**src/core/ras_pkg.sv**
```systemverilog
//////////////////////////////////////////////////////////////////////////////
//////////////////////////////////////////////////////////////////////////////
package ras_pkg;
    localparam int DEPTH = 31;
    localparam int AW    = 21;
    localparam int PW    = 5;
    localparam int STW   = 8;
    localparam int WW    = 8;
    localparam int BW    = 4;

    // Register byte offsets
    localparam logic [7:0] OFS_PTR   = 8'h00;
    localparam logic [7:0] OFS_LOW   = 8'h04;
    localparam logic [7:0] OFS_HIGH  = 8'h08;
    localparam logic [7:0] OFS_UPPER = 8'h0C;

    // Pointer register fields
    localparam int BIT_FULL  = 7;
    localparam int BIT_UNDER = 6;

    localparam logic [PW-1:0] SP_ZERO = 5'h00;
    localparam logic [PW-1:0] SP_ONE  = 5'h01;
    localparam logic [PW-1:0] SP_TOP  = 5'h1F;
    localparam logic [PW-1:0] SP_LAST = 5'h1E;
    localparam logic [AW-1:0] PC_STEP = 21'h0_0002;
    localparam logic [AW-1:0] PC_ZERO = 21'h0_0000;

    typedef enum logic [3:0] {
        PH_ONE   = 4'b0001,
        PH_TWO   = 4'b0010,
        PH_THREE = 4'b0100,
        PH_FOUR  = 4'b1000
    } phase_t;
endpackage

```
**src/core/return_address_stack.sv**
```systemverilog
// Our own choices: the address map and register access over AHB-Lite.
`timescale 1ns/1ps
module return_address_stack (
    input  wire logic                      hclk,
    input  wire logic                      hresetn,
    input  wire logic                      hsel,
    input  wire logic [31:0]               haddr,
    input  wire logic [1:0]                htrans,
    input  wire logic                      hwrite,
    input  wire logic [2:0]                hsize,
    input  wire logic [31:0]               hwdata,
    input  wire logic                      hready,
    output logic                           hreadyout,
    output logic                           hresp,
    output logic [31:0]                    hrdata,
    input  wire logic                      dev_reset,
    input  wire logic                      stack_fault_reset_enable,
    input  wire logic                      ext_set_en,
    input  wire logic [ras_pkg::AW-1:0]    pc_in,
    input  wire logic                      op_call,
    input  wire logic                      op_relative_call_op,
    input  wire logic                      int_ack,
    input  wire logic                      op_return,
    input  wire logic                      op_return_with_literal_op,
    input  wire logic                      op_return_from_interrupt_op,
    input  wire logic                      op_add_unlink_return_op,
    input  wire logic                      op_sub_unlink_return_op,
    input  wire logic                      op_push,
    input  wire logic                      op_pop,
    input  wire logic                      op_fast,
    input  wire logic [ras_pkg::STW-1:0]   status_in,
    input  wire logic [ras_pkg::WW-1:0]    working_in,
    input  wire logic [ras_pkg::BW-1:0]    bank_in,
    output ras_pkg::phase_t                phase_q,
    output logic                           pc_inc_q,
    output logic                           ir_latch_q,
    output logic                           dm_rd_q,
    output logic                           dm_wr_q,
    output logic                           flush_q,
    output logic                           pc_load_q,
    output logic [ras_pkg::AW-1:0]         pc_val_q,
    output logic                           reset_req_q,
    output logic                           restore_q,
    output logic [ras_pkg::STW-1:0]        sh_status_q,
    output logic [ras_pkg::WW-1:0]         sh_working_q,
    output logic [ras_pkg::BW-1:0]         sh_bank_q
);
    import ras_pkg::*;

    //////////////////////////////////////////////////////////////////////////
    // Declarations
    logic [AW-1:0] mem_q [1:DEPTH];
    logic [PW-1:0] sp_q;
    logic [PW-1:0] sp_d;
    logic [PW-1:0] sp_inc;
    logic [PW-1:0] sp_dec;
    logic          full_q;
    logic          under_q;
    logic [AW-1:0] tos;
    logic          take;
    logic          push_ev;
    logic          pop_ld;
    logic          pop_sw;
    logic          can_push;
    logic          full_hit;
    logic          under_hit;
    logic          fault_rst;
    logic [AW-1:0] push_val;
    logic          save_ev;
    logic          rest_ev;
    logic          flush_d;
    phase_t        phase_d;
    logic          ap_sel;
    logic          sel_q;
    logic          wr_q;
    logic [7:0]    ofs_q;
    logic          bw_ptr;
    logic          bw_low;
    logic          bw_high;
    logic          bw_upper;
    logic [31:0]   rd_mux;

    //////////////////////////////////////////////////////////////////////////
    // Phase sequencer
    always_comb begin
        case (phase_q)
            PH_ONE:   phase_d = PH_TWO;
            PH_TWO:   phase_d = PH_THREE;
            PH_THREE: phase_d = PH_FOUR;
            PH_FOUR:  phase_d = PH_ONE;
            default:  phase_d = PH_ONE;
        endcase
    end

    // Four non-overlapping phases per instruction cycle
    always_ff @(posedge hclk or negedge hresetn) begin
        if (!hresetn) begin
            phase_q <= PH_ONE;
        end else begin
            phase_q <= phase_d;
        end
    end

    // Phase strobes; a flushed prefetch never touches data memory
    always_ff @(posedge hclk or negedge hresetn) begin
        if (!hresetn) begin
            pc_inc_q   <= 1'b0;
            ir_latch_q <= 1'b0;
            dm_rd_q    <= 1'b0;
            dm_wr_q    <= 1'b0;
        end else begin
            pc_inc_q   <= (phase_d == PH_ONE);
            ir_latch_q <= (phase_d == PH_FOUR);
            dm_rd_q    <= (phase_d == PH_TWO) && !flush_d;
            dm_wr_q    <= (phase_d == PH_FOUR) && !flush_d;
        end
    end

    //////////////////////////////////////////////////////////////////////////
    // Operation decode, sampled at the end of phase four
    assign take     = (phase_q == PH_FOUR);
    assign push_ev  = take && (op_call || op_relative_call_op || int_ack || op_push);
    assign pop_ld   = take && !push_ev && (op_return || op_return_with_literal_op || op_return_from_interrupt_op
                      || (ext_set_en && (op_add_unlink_return_op || op_sub_unlink_return_op)));
    assign pop_sw   = take && !push_ev && !pop_ld && op_pop;
    assign sp_inc   = sp_q + SP_ONE;
    assign sp_dec   = sp_q - SP_ONE;
    assign can_push = (sp_q != SP_TOP);
    assign full_hit = push_ev && (sp_q >= SP_LAST);
    assign under_hit = (pop_ld || pop_sw) && (sp_q == SP_ZERO);
    assign fault_rst = stack_fault_reset_enable && (full_hit || under_hit);
    // The 31st push under fault reset stores the counter plus two
    assign push_val = (stack_fault_reset_enable && sp_inc == SP_TOP)
                      ? pc_in + PC_STEP : pc_in;
    assign tos      = (sp_q == SP_ZERO) ? PC_ZERO : mem_q[sp_q];
    assign save_ev  = take && (int_ack || (op_fast && (op_call || op_relative_call_op)));
    assign rest_ev  = pop_ld && op_fast && (op_return_from_interrupt_op || op_return);
    // Only ops that move the counter flush the prefetch; an explicit push stays single cycle
    assign flush_d  = (take) ? ((push_ev && (op_call || op_relative_call_op || int_ack)) || pop_ld)
                      : flush_q;

    //////////////////////////////////////////////////////////////////////////
    // Bus address phase and register decode
    assign ap_sel   = hsel && htrans[1] && hready;
    assign bw_ptr   = sel_q && wr_q && (ofs_q == OFS_PTR);
    assign bw_low   = sel_q && wr_q && (ofs_q == OFS_LOW);
    assign bw_high  = sel_q && wr_q && (ofs_q == OFS_HIGH);
    assign bw_upper = sel_q && wr_q && (ofs_q == OFS_UPPER);

    // Read mux; unmapped offsets read zero
    always_comb begin
        rd_mux = 32'h0000_0000;
        case (haddr[7:0])
            OFS_PTR:   rd_mux[7:0] = {full_q, under_q, 1'b0, sp_q};
            OFS_LOW:   rd_mux[7:0] = tos[7:0];
            OFS_HIGH:  rd_mux[7:0] = tos[15:8];
            OFS_UPPER: rd_mux[PW-1:0] = tos[AW-1:16];
            default:   rd_mux = 32'h0000_0000;
        endcase
    end

    // Address phase capture
    always_ff @(posedge hclk or negedge hresetn) begin
        if (!hresetn) begin
            sel_q <= 1'b0;
            wr_q  <= 1'b0;
            ofs_q <= 8'h00;
        end else begin
            sel_q <= ap_sel;
            wr_q  <= hwrite;
            ofs_q <= haddr[7:0];
        end
    end

    // Zero wait state, always OKAY, read data ready in the data phase
    always_ff @(posedge hclk or negedge hresetn) begin
        if (!hresetn) begin
            hreadyout <= 1'b1;
            hresp     <= 1'b0;
            hrdata    <= 32'h0000_0000;
        end else begin
            hreadyout <= 1'b1;
            hresp     <= 1'b0;
            if (ap_sel && !hwrite) begin
                hrdata <= rd_mux;
            end
        end
    end

    //////////////////////////////////////////////////////////////////////////
    // Stack pointer; core operations win over software writes
    always_comb begin
        sp_d = sp_q;
        if (dev_reset || fault_rst) begin
            sp_d = SP_ZERO;
        end else if (push_ev && can_push) begin
            sp_d = sp_inc;
        end else if ((pop_ld || pop_sw) && sp_q != SP_ZERO) begin
            sp_d = sp_dec;
        end else if (bw_ptr) begin
            sp_d = hwdata[PW-1:0];
        end
    end

    always_ff @(posedge hclk or negedge hresetn) begin
        if (!hresetn) begin
            sp_q <= SP_ZERO;
        end else begin
            sp_q <= sp_d;
        end
    end

    // Sticky flags; only power-on reset or a software zero clears them
    always_ff @(posedge hclk or negedge hresetn) begin
        if (!hresetn) begin
            full_q  <= 1'b0;
            under_q <= 1'b0;
        end else begin
            if (full_hit) begin
                full_q <= 1'b1;
            end else if (bw_ptr && !hwdata[BIT_FULL]) begin
                full_q <= 1'b0;
            end
            if (under_hit) begin
                under_q <= 1'b1;
            end else if (bw_ptr && !hwdata[BIT_UNDER]) begin
                under_q <= 1'b0;
            end
        end
    end

    //////////////////////////////////////////////////////////////////////////
    // Stack entries; index zero has no storage
    for (genvar i = 1; i <= DEPTH; i++) begin : g_entry
        always_ff @(posedge hclk or negedge hresetn) begin
            if (!hresetn) begin
                mem_q[i] <= PC_ZERO;
            end else if (push_ev && can_push && sp_inc == PW'(i)) begin
                mem_q[i] <= push_val;
            end else if (sp_q == PW'(i)) begin
                if (bw_low) begin
                    mem_q[i][7:0] <= hwdata[7:0];
                end
                if (bw_high) begin
                    mem_q[i][15:8] <= hwdata[7:0];
                end
                if (bw_upper) begin
                    mem_q[i][AW-1:16] <= hwdata[PW-1:0];
                end
            end
        end
    end

    //////////////////////////////////////////////////////////////////////////
    // Program counter load; the latch registers have no path here
    always_ff @(posedge hclk or negedge hresetn) begin
        if (!hresetn) begin
            pc_load_q   <= 1'b0;
            pc_val_q    <= PC_ZERO;
            reset_req_q <= 1'b0;
            flush_q     <= 1'b0;
        end else begin
            pc_load_q   <= pop_ld;
            reset_req_q <= fault_rst;
            flush_q     <= flush_d;
            if (pop_ld) begin
                pc_val_q <= tos;
            end
        end
    end

    // Shadow registers; a nested interrupt simply overwrites them
    always_ff @(posedge hclk or negedge hresetn) begin
        if (!hresetn) begin
            sh_status_q  <= '0;
            sh_working_q <= '0;
            sh_bank_q    <= '0;
            restore_q    <= 1'b0;
        end else begin
            restore_q <= rest_ev;
            if (save_ev) begin
                sh_status_q  <= status_in;
                sh_working_q <= working_in;
                sh_bank_q    <= bank_in;
            end
        end
    end

    //////////////////////////////////////////////////////////////////////////
    // Checks
    chk_push_incr: assert property (@(posedge hclk) disable iff (!hresetn)
        push_ev && !dev_reset && sp_q < SP_LAST |=> sp_q == $past(sp_q) + SP_ONE)
        else $error("push did not advance pointer");

    chk_push_store: assert property (@(posedge hclk) disable iff (!hresetn)
        push_ev && !dev_reset && sp_q < SP_LAST |=> tos == $past(pc_in))
        else $error("pushed entry does not hold counter");

    chk_pop_load: assert property (@(posedge hclk) disable iff (!hresetn)
        pop_ld && !dev_reset && sp_q != SP_ZERO
        |=> pc_load_q && pc_val_q == $past(tos) && sp_q == $past(sp_q) - SP_ONE)
        else $error("pop load or decrement wrong");

    chk_under_flag: assert property (@(posedge hclk) disable iff (!hresetn)
        pop_ld && sp_q == SP_ZERO |=> under_q && sp_q == SP_ZERO && pc_val_q == PC_ZERO)
        else $error("underflow handling wrong");

    chk_full_hold: assert property (@(posedge hclk) disable iff (!hresetn)
        push_ev && sp_q == SP_TOP && !dev_reset && !stack_fault_reset_enable
        |=> sp_q == SP_TOP && full_q && $stable(mem_q[DEPTH]))
        else $error("full stack moved or overwritten");

    chk_fault_reset: assert property (@(posedge hclk) disable iff (!hresetn)
        push_ev && sp_q == SP_LAST && stack_fault_reset_enable
        |=> reset_req_q && full_q && sp_q == SP_ZERO
            && mem_q[DEPTH] == $past(pc_in) + PC_STEP)
        else $error("fault reset on full wrong");

    chk_no_reset: assert property (@(posedge hclk) disable iff (!hresetn)
        under_hit && !stack_fault_reset_enable |=> !reset_req_q && under_q)
        else $error("reset raised while disabled");

    chk_phase_walk: assert property (@(posedge hclk) disable iff (!hresetn)
        phase_q == PH_ONE && $past(phase_q) == PH_FOUR |=> phase_q == PH_TWO ##1 phase_q == PH_THREE
            ##1 phase_q == PH_FOUR ##1 phase_q == PH_ONE)
        else $error("phase sequence broken");

    chk_flush_len: assert property (@(posedge hclk) disable iff (!hresetn)
        pop_ld |=> flush_q [*4] ##1
            (flush_q == ($past(take && (op_call || op_relative_call_op || int_ack)) || $past(pop_ld))))
        else $error("flush length wrong");

    chk_shadow_save: assert property (@(posedge hclk) disable iff (!hresetn)
        take && int_ack |=> sh_status_q == $past(status_in)
            && sh_bank_q == $past(bank_in))
        else $error("shadow not saved on interrupt");

    chk_dm_phases: assert property (@(posedge hclk) disable iff (!hresetn)
        dm_rd_q |-> phase_q == PH_TWO && !flush_q)
        else $error("data read outside phase two");

    chk_sw_pop: assert property (@(posedge hclk) disable iff (!hresetn)
        pop_sw && !dev_reset && sp_q != SP_ZERO |=> sp_q == $past(sp_q) - SP_ONE && !pc_load_q)
        else $error("explicit pop wrong");

    chk_push_one_cycle: assert property (@(posedge hclk) disable iff (!hresetn)
        take && op_push && !(op_call || op_relative_call_op || int_ack) |=> !flush_q)
        else $error("explicit push flushed prefetch");
endmodule

```
**config.mk**
```make
export PLATFORM = sky130hd
export DESIGN_NAME = return_address_stack
export DESIGN_NICKNAME = d
export VERILOG_FILES = /design/src/core/ras_pkg.sv /design/src/core/return_address_stack.sv
export SDC_FILE = /design/constraint.sdc
export NUM_CORES = 2
export LEC_CHECK = 0
export BUFFER_PORTS_ARGS = -buffer_cell sky130_fd_sc_hd__buf_2
export CAP_MARGIN = 40
export CORE_ASPECT_RATIO = 1.5
export CORE_MARGIN = 2
export CORE_UTILIZATION = 62
export DETAILED_ROUTE_END_ITERATION = 7
export MAX_ROUTING_LAYER = met4
export PLACE_DENSITY = 0.82
export SKIP_LAST_GASP = 1
export SLEW_MARGIN = 20
export SYNTH_ARGS = -nofsm -noshare
export SYNTH_HDL_FRONTEND = slang
export SYNTH_SLANG_ARGS = --single-unit
```
**constraint.sdc**
```tcl
create_clock -name hclk -period 4.77 [get_ports hclk]
set_input_delay 0 -clock hclk [delete_from_list [all_inputs] [get_ports hclk]]
set_output_delay 0 -clock hclk [all_outputs]
set_load 0.01 [all_outputs]
```
==> flow_metrics.py <==
metrics = {
    "floorplanning": {
        "pin_count": 216,
        "die_area_um2": 67400,
        "die_y_um": 317,
        "core_um2": 64500,
        "initial_core_util_pct": 62.8,
        "placementRows": 114,
        "die_w_um": 213,
    },
    "finish": {
        "regArea_um2": 18300,
        "mostFrequentLayoutCells": "816 x mux2i_1, 725 x dfrtp_1, 615 x nor2_1",
        "final_common_cell": "mux2i_1",
        "nNetsFinal": 4230,
        "final.fill_count": 4596,
        "synthToLayoutAreaGrowth_pct": 11.1,
        "multiInputGateArea_um2": 20400,
        "final_layout_size_suffix_gt1_share_pct": 13.0,
    },
    "timing": {
        "whs_ns": -0.0327,
        "fin_ws_ns": 0.390,
        "max_slew.worst_pin.slew_ns": 1.02,
        "slew_viol_final": 0,
        "finalHoldViolCount": 4,
        "period_minus_slack_ns": 4.38,
        "setup_viol": 0,
        "max_freq_mhz": 228,
        "fin_crit_sh_pct": 91.8,
        "relSlewSlack_pct": 31.9,
        "tns_ns": 0,
        "rsz0062_at_grt": "false",
        "clock_skew_ns": 0.0366,
    },
    "clock_tree": {
        "clk_pin_slew_ns": 0.07,
        "clkLatencyLatePin_ns": 0.65,
        "cts_tree": "done",
        "cts_setup_buffers": 0,
        "root_buffer": "clkbuf_16",
        "cts.sinks": 729,
        "htreeDepth": 3,
        "cts_buffers": 71,
        "clk_path_buf_depth": 3,
    },
    "synth": {
        "async_flop_share_pct": 100,
        "netlist_area_um2": 40500,
        "yosys_register_bits": 729,
        "synth_seq_area_share_pct": 45.1,
        "synth_warnings": 0,
        "syn_area_per_cell_um2": 9.96,
        "synth_flop_cell": "dfrtp_1",
        "synth_edf_count": 0,
        "ys_types": 79,
        "synthCells": 4064,
    },
    "routing": {
        "drc": 0,
        "ant_nets": 0,
        "via_per_inst": 6.77,
        "drtIter0Drc": 5001,
        "routed_wl_um": 137000,
        "drtPass1Iterations": 7,
        "dr_total_vias": 33964,
        "wire_per_inst_um": 27.4,
    },
    "global_routing": {
        "overflow": 0,
        "antenna_found_initial": 10,
        "grt_pass1_wl_um": 205000,
        "grt_max_degree": 115,
        "grt_pass1_vias": 33971,
        "grtUsageTotal_pct": 41.9,
    },
    "power": {
        "power_density_nw_per_um2": 308,
        "max-vdd-ir-drop_mv": 0.295,
        "p_leak_nw": 21.4,
    },
    "setup_path": {
        "required_ns": 5.25,
        "path_max_fanout": 26,
        "cp.arrival_ns": 4.86,
        "end_kind": "register",
        "crit_type": "reg -> reg",
        "worstSetupStartpointType": "register",
    },
    "status": {
        "violations": "hold timing",
        "status": "finished, violations left",
    },
    "placed_design": {
        "place_ws_ns": 0.935,
        "place.gp.congestion": 1.01,
        "hpwl_um": 84500,
        "io_buffers": 137,
    },
    "hold_path": {
        "hold_class": "in -> reg",
    },
    "run": {
        "maxCapViolCount": 0,
    },
}
where the power goes:
group	switching, mW	internal [mW]
clock	2.49	3.39
combinational	0.896	0.535
sequential	0.132	6.41
cells in the mapped netlist (all sizes together) (14+ instances only):
cell type  instances  share of area (%)
mux2i            817                 20
dfrtp            728                 45
nor2             629                5.9
a21oi            616                7.7
clkbuf           221                2.0
buf              187                2.9
nand2            165                1.5
a22oi             93                1.7
nand3             83                1.1
o21ai             76               0.95
mux4              64                3.6
nor2b             49               0.76
a211oi            46               0.87
mux2              38                1.1
nor3              29               0.44
nand4             28               0.43
and3              27               0.42
a221oi            14               0.30
layout make-up:
class                   count  share of cell area (%)
well taps                 870                    2.42
repair buffers            339                    6.18
flip-flops and latches    729                    40.6
clock inverters            21                   0.657
inverters                  14                   0.117
clock buffers             101                    4.59
multi-input cells        2937                    45.4
diodes                      8                  0.0445
stage by stage:
step	cells	utilization (%)	hold WS [ns]	area (µm²)	total power, mW
after CTS	4998	69.4	0.00120	44700	13.8
after detailed placement	4809	64.7	0.123	41700	7.96
after floorplan	4088	-	-0.296	40600	7.44
after global routing	5019	69.7	0.00717	45000	14.2
after global placement	4794	64.3	0.120	41400	7.89
final	5019	69.7	-0.0327	45000	13.9
kinds of logic (layout without fill, tap and decap cells):
| kind of cell | count (synthesis) | in the layout | synth area share (%) |
|---|---|---|---|
| AND/OR/NAND/NOR | 1073 | 1073 | 11.8 |
| multiplexers | 919 | 919 | 24.8 |
| AO/OA/AOI/OAI | 890 | 890 | 12.5 |
| flip-flops | 729 | 729 | 45.1 |
| buffers and inverters | 422 | 475 | 5.04 |
| XOR/XNOR | 20 | 20 | 0.433 |
| adder cells (fa/ha/maj) | 9 | 9 | 0.278 |
| other | 2 | 34 | 0.0186 |
final timing paths:
check | from | slack (ns) | cells past startpoint | to
setup / recovery | sp_q[1] | 0.39 | 10 | mem_q[425]
min in group asynchronous | hresetn | 0.02 | 2 | mem_q[361]
hold / removal | hwdata[6] | -0.03 | 4 | mem_q[224]
setup reg to reg | sp_q[1] | 0.39 | 10 | mem_q[425]
max in group asynchronous | hresetn | 3.41 | 4 | mem_q[498]
hold reg to reg | pc_val_q[1] | 0.47 | 2 | pc_val_q[1]
registers in the layout, summed over array words and instances, names as in the netlist:
register	count
phase_q	4
wr_q	1
full_q	1
pc_load_q	1
sh_bank_q	4
pc_val_q	21
dm_rd_q	1
sh_status_q	8
ofs_q	8
mem_q	651
pc_inc_q	1
sp_q	5
sel_q	1
sh_working_q	8
flush_q	1
restore_q	1
under_q	1
dm_wr_q	1
ir_latch_q	1
reset_req_q	1
hrdata	8
timing repair:
item,CTS,global route
hold buffers,67,4
resized for setup,0,0
setup endpoints to repair,0,0
endpoints found under the hold margin,329,60
metal layers:
| metal | up-vias | share of wire, % | global-route usage (%) |
|---|---|---|---|
| met5 | - | 0 | - |
| met2 | 2217 | 46 | 62.5 |
| met4 | 0 | 9.0 | 34.5 |
| met3 | 732 | 11 | 11.7 |
| met1 | 16561 | 33 | 47.0 |
| li1 | 14454 | - | - |
critical path, cell delays in order, from the launching register on:
cell	delay [ns]
dfrtp_4	0.69
ha_1	0.27
buf_4	0.17
and3_1	0.20
ha_1	0.41
nand3b_1	0.42
a2111oi_2	0.75
a21boi_4	0.26
dlygate4sd3_1	0.82
nor2_1	0.17
a21oi_1	0.05
No activity file was read; power rests on OpenSTA's default activity.
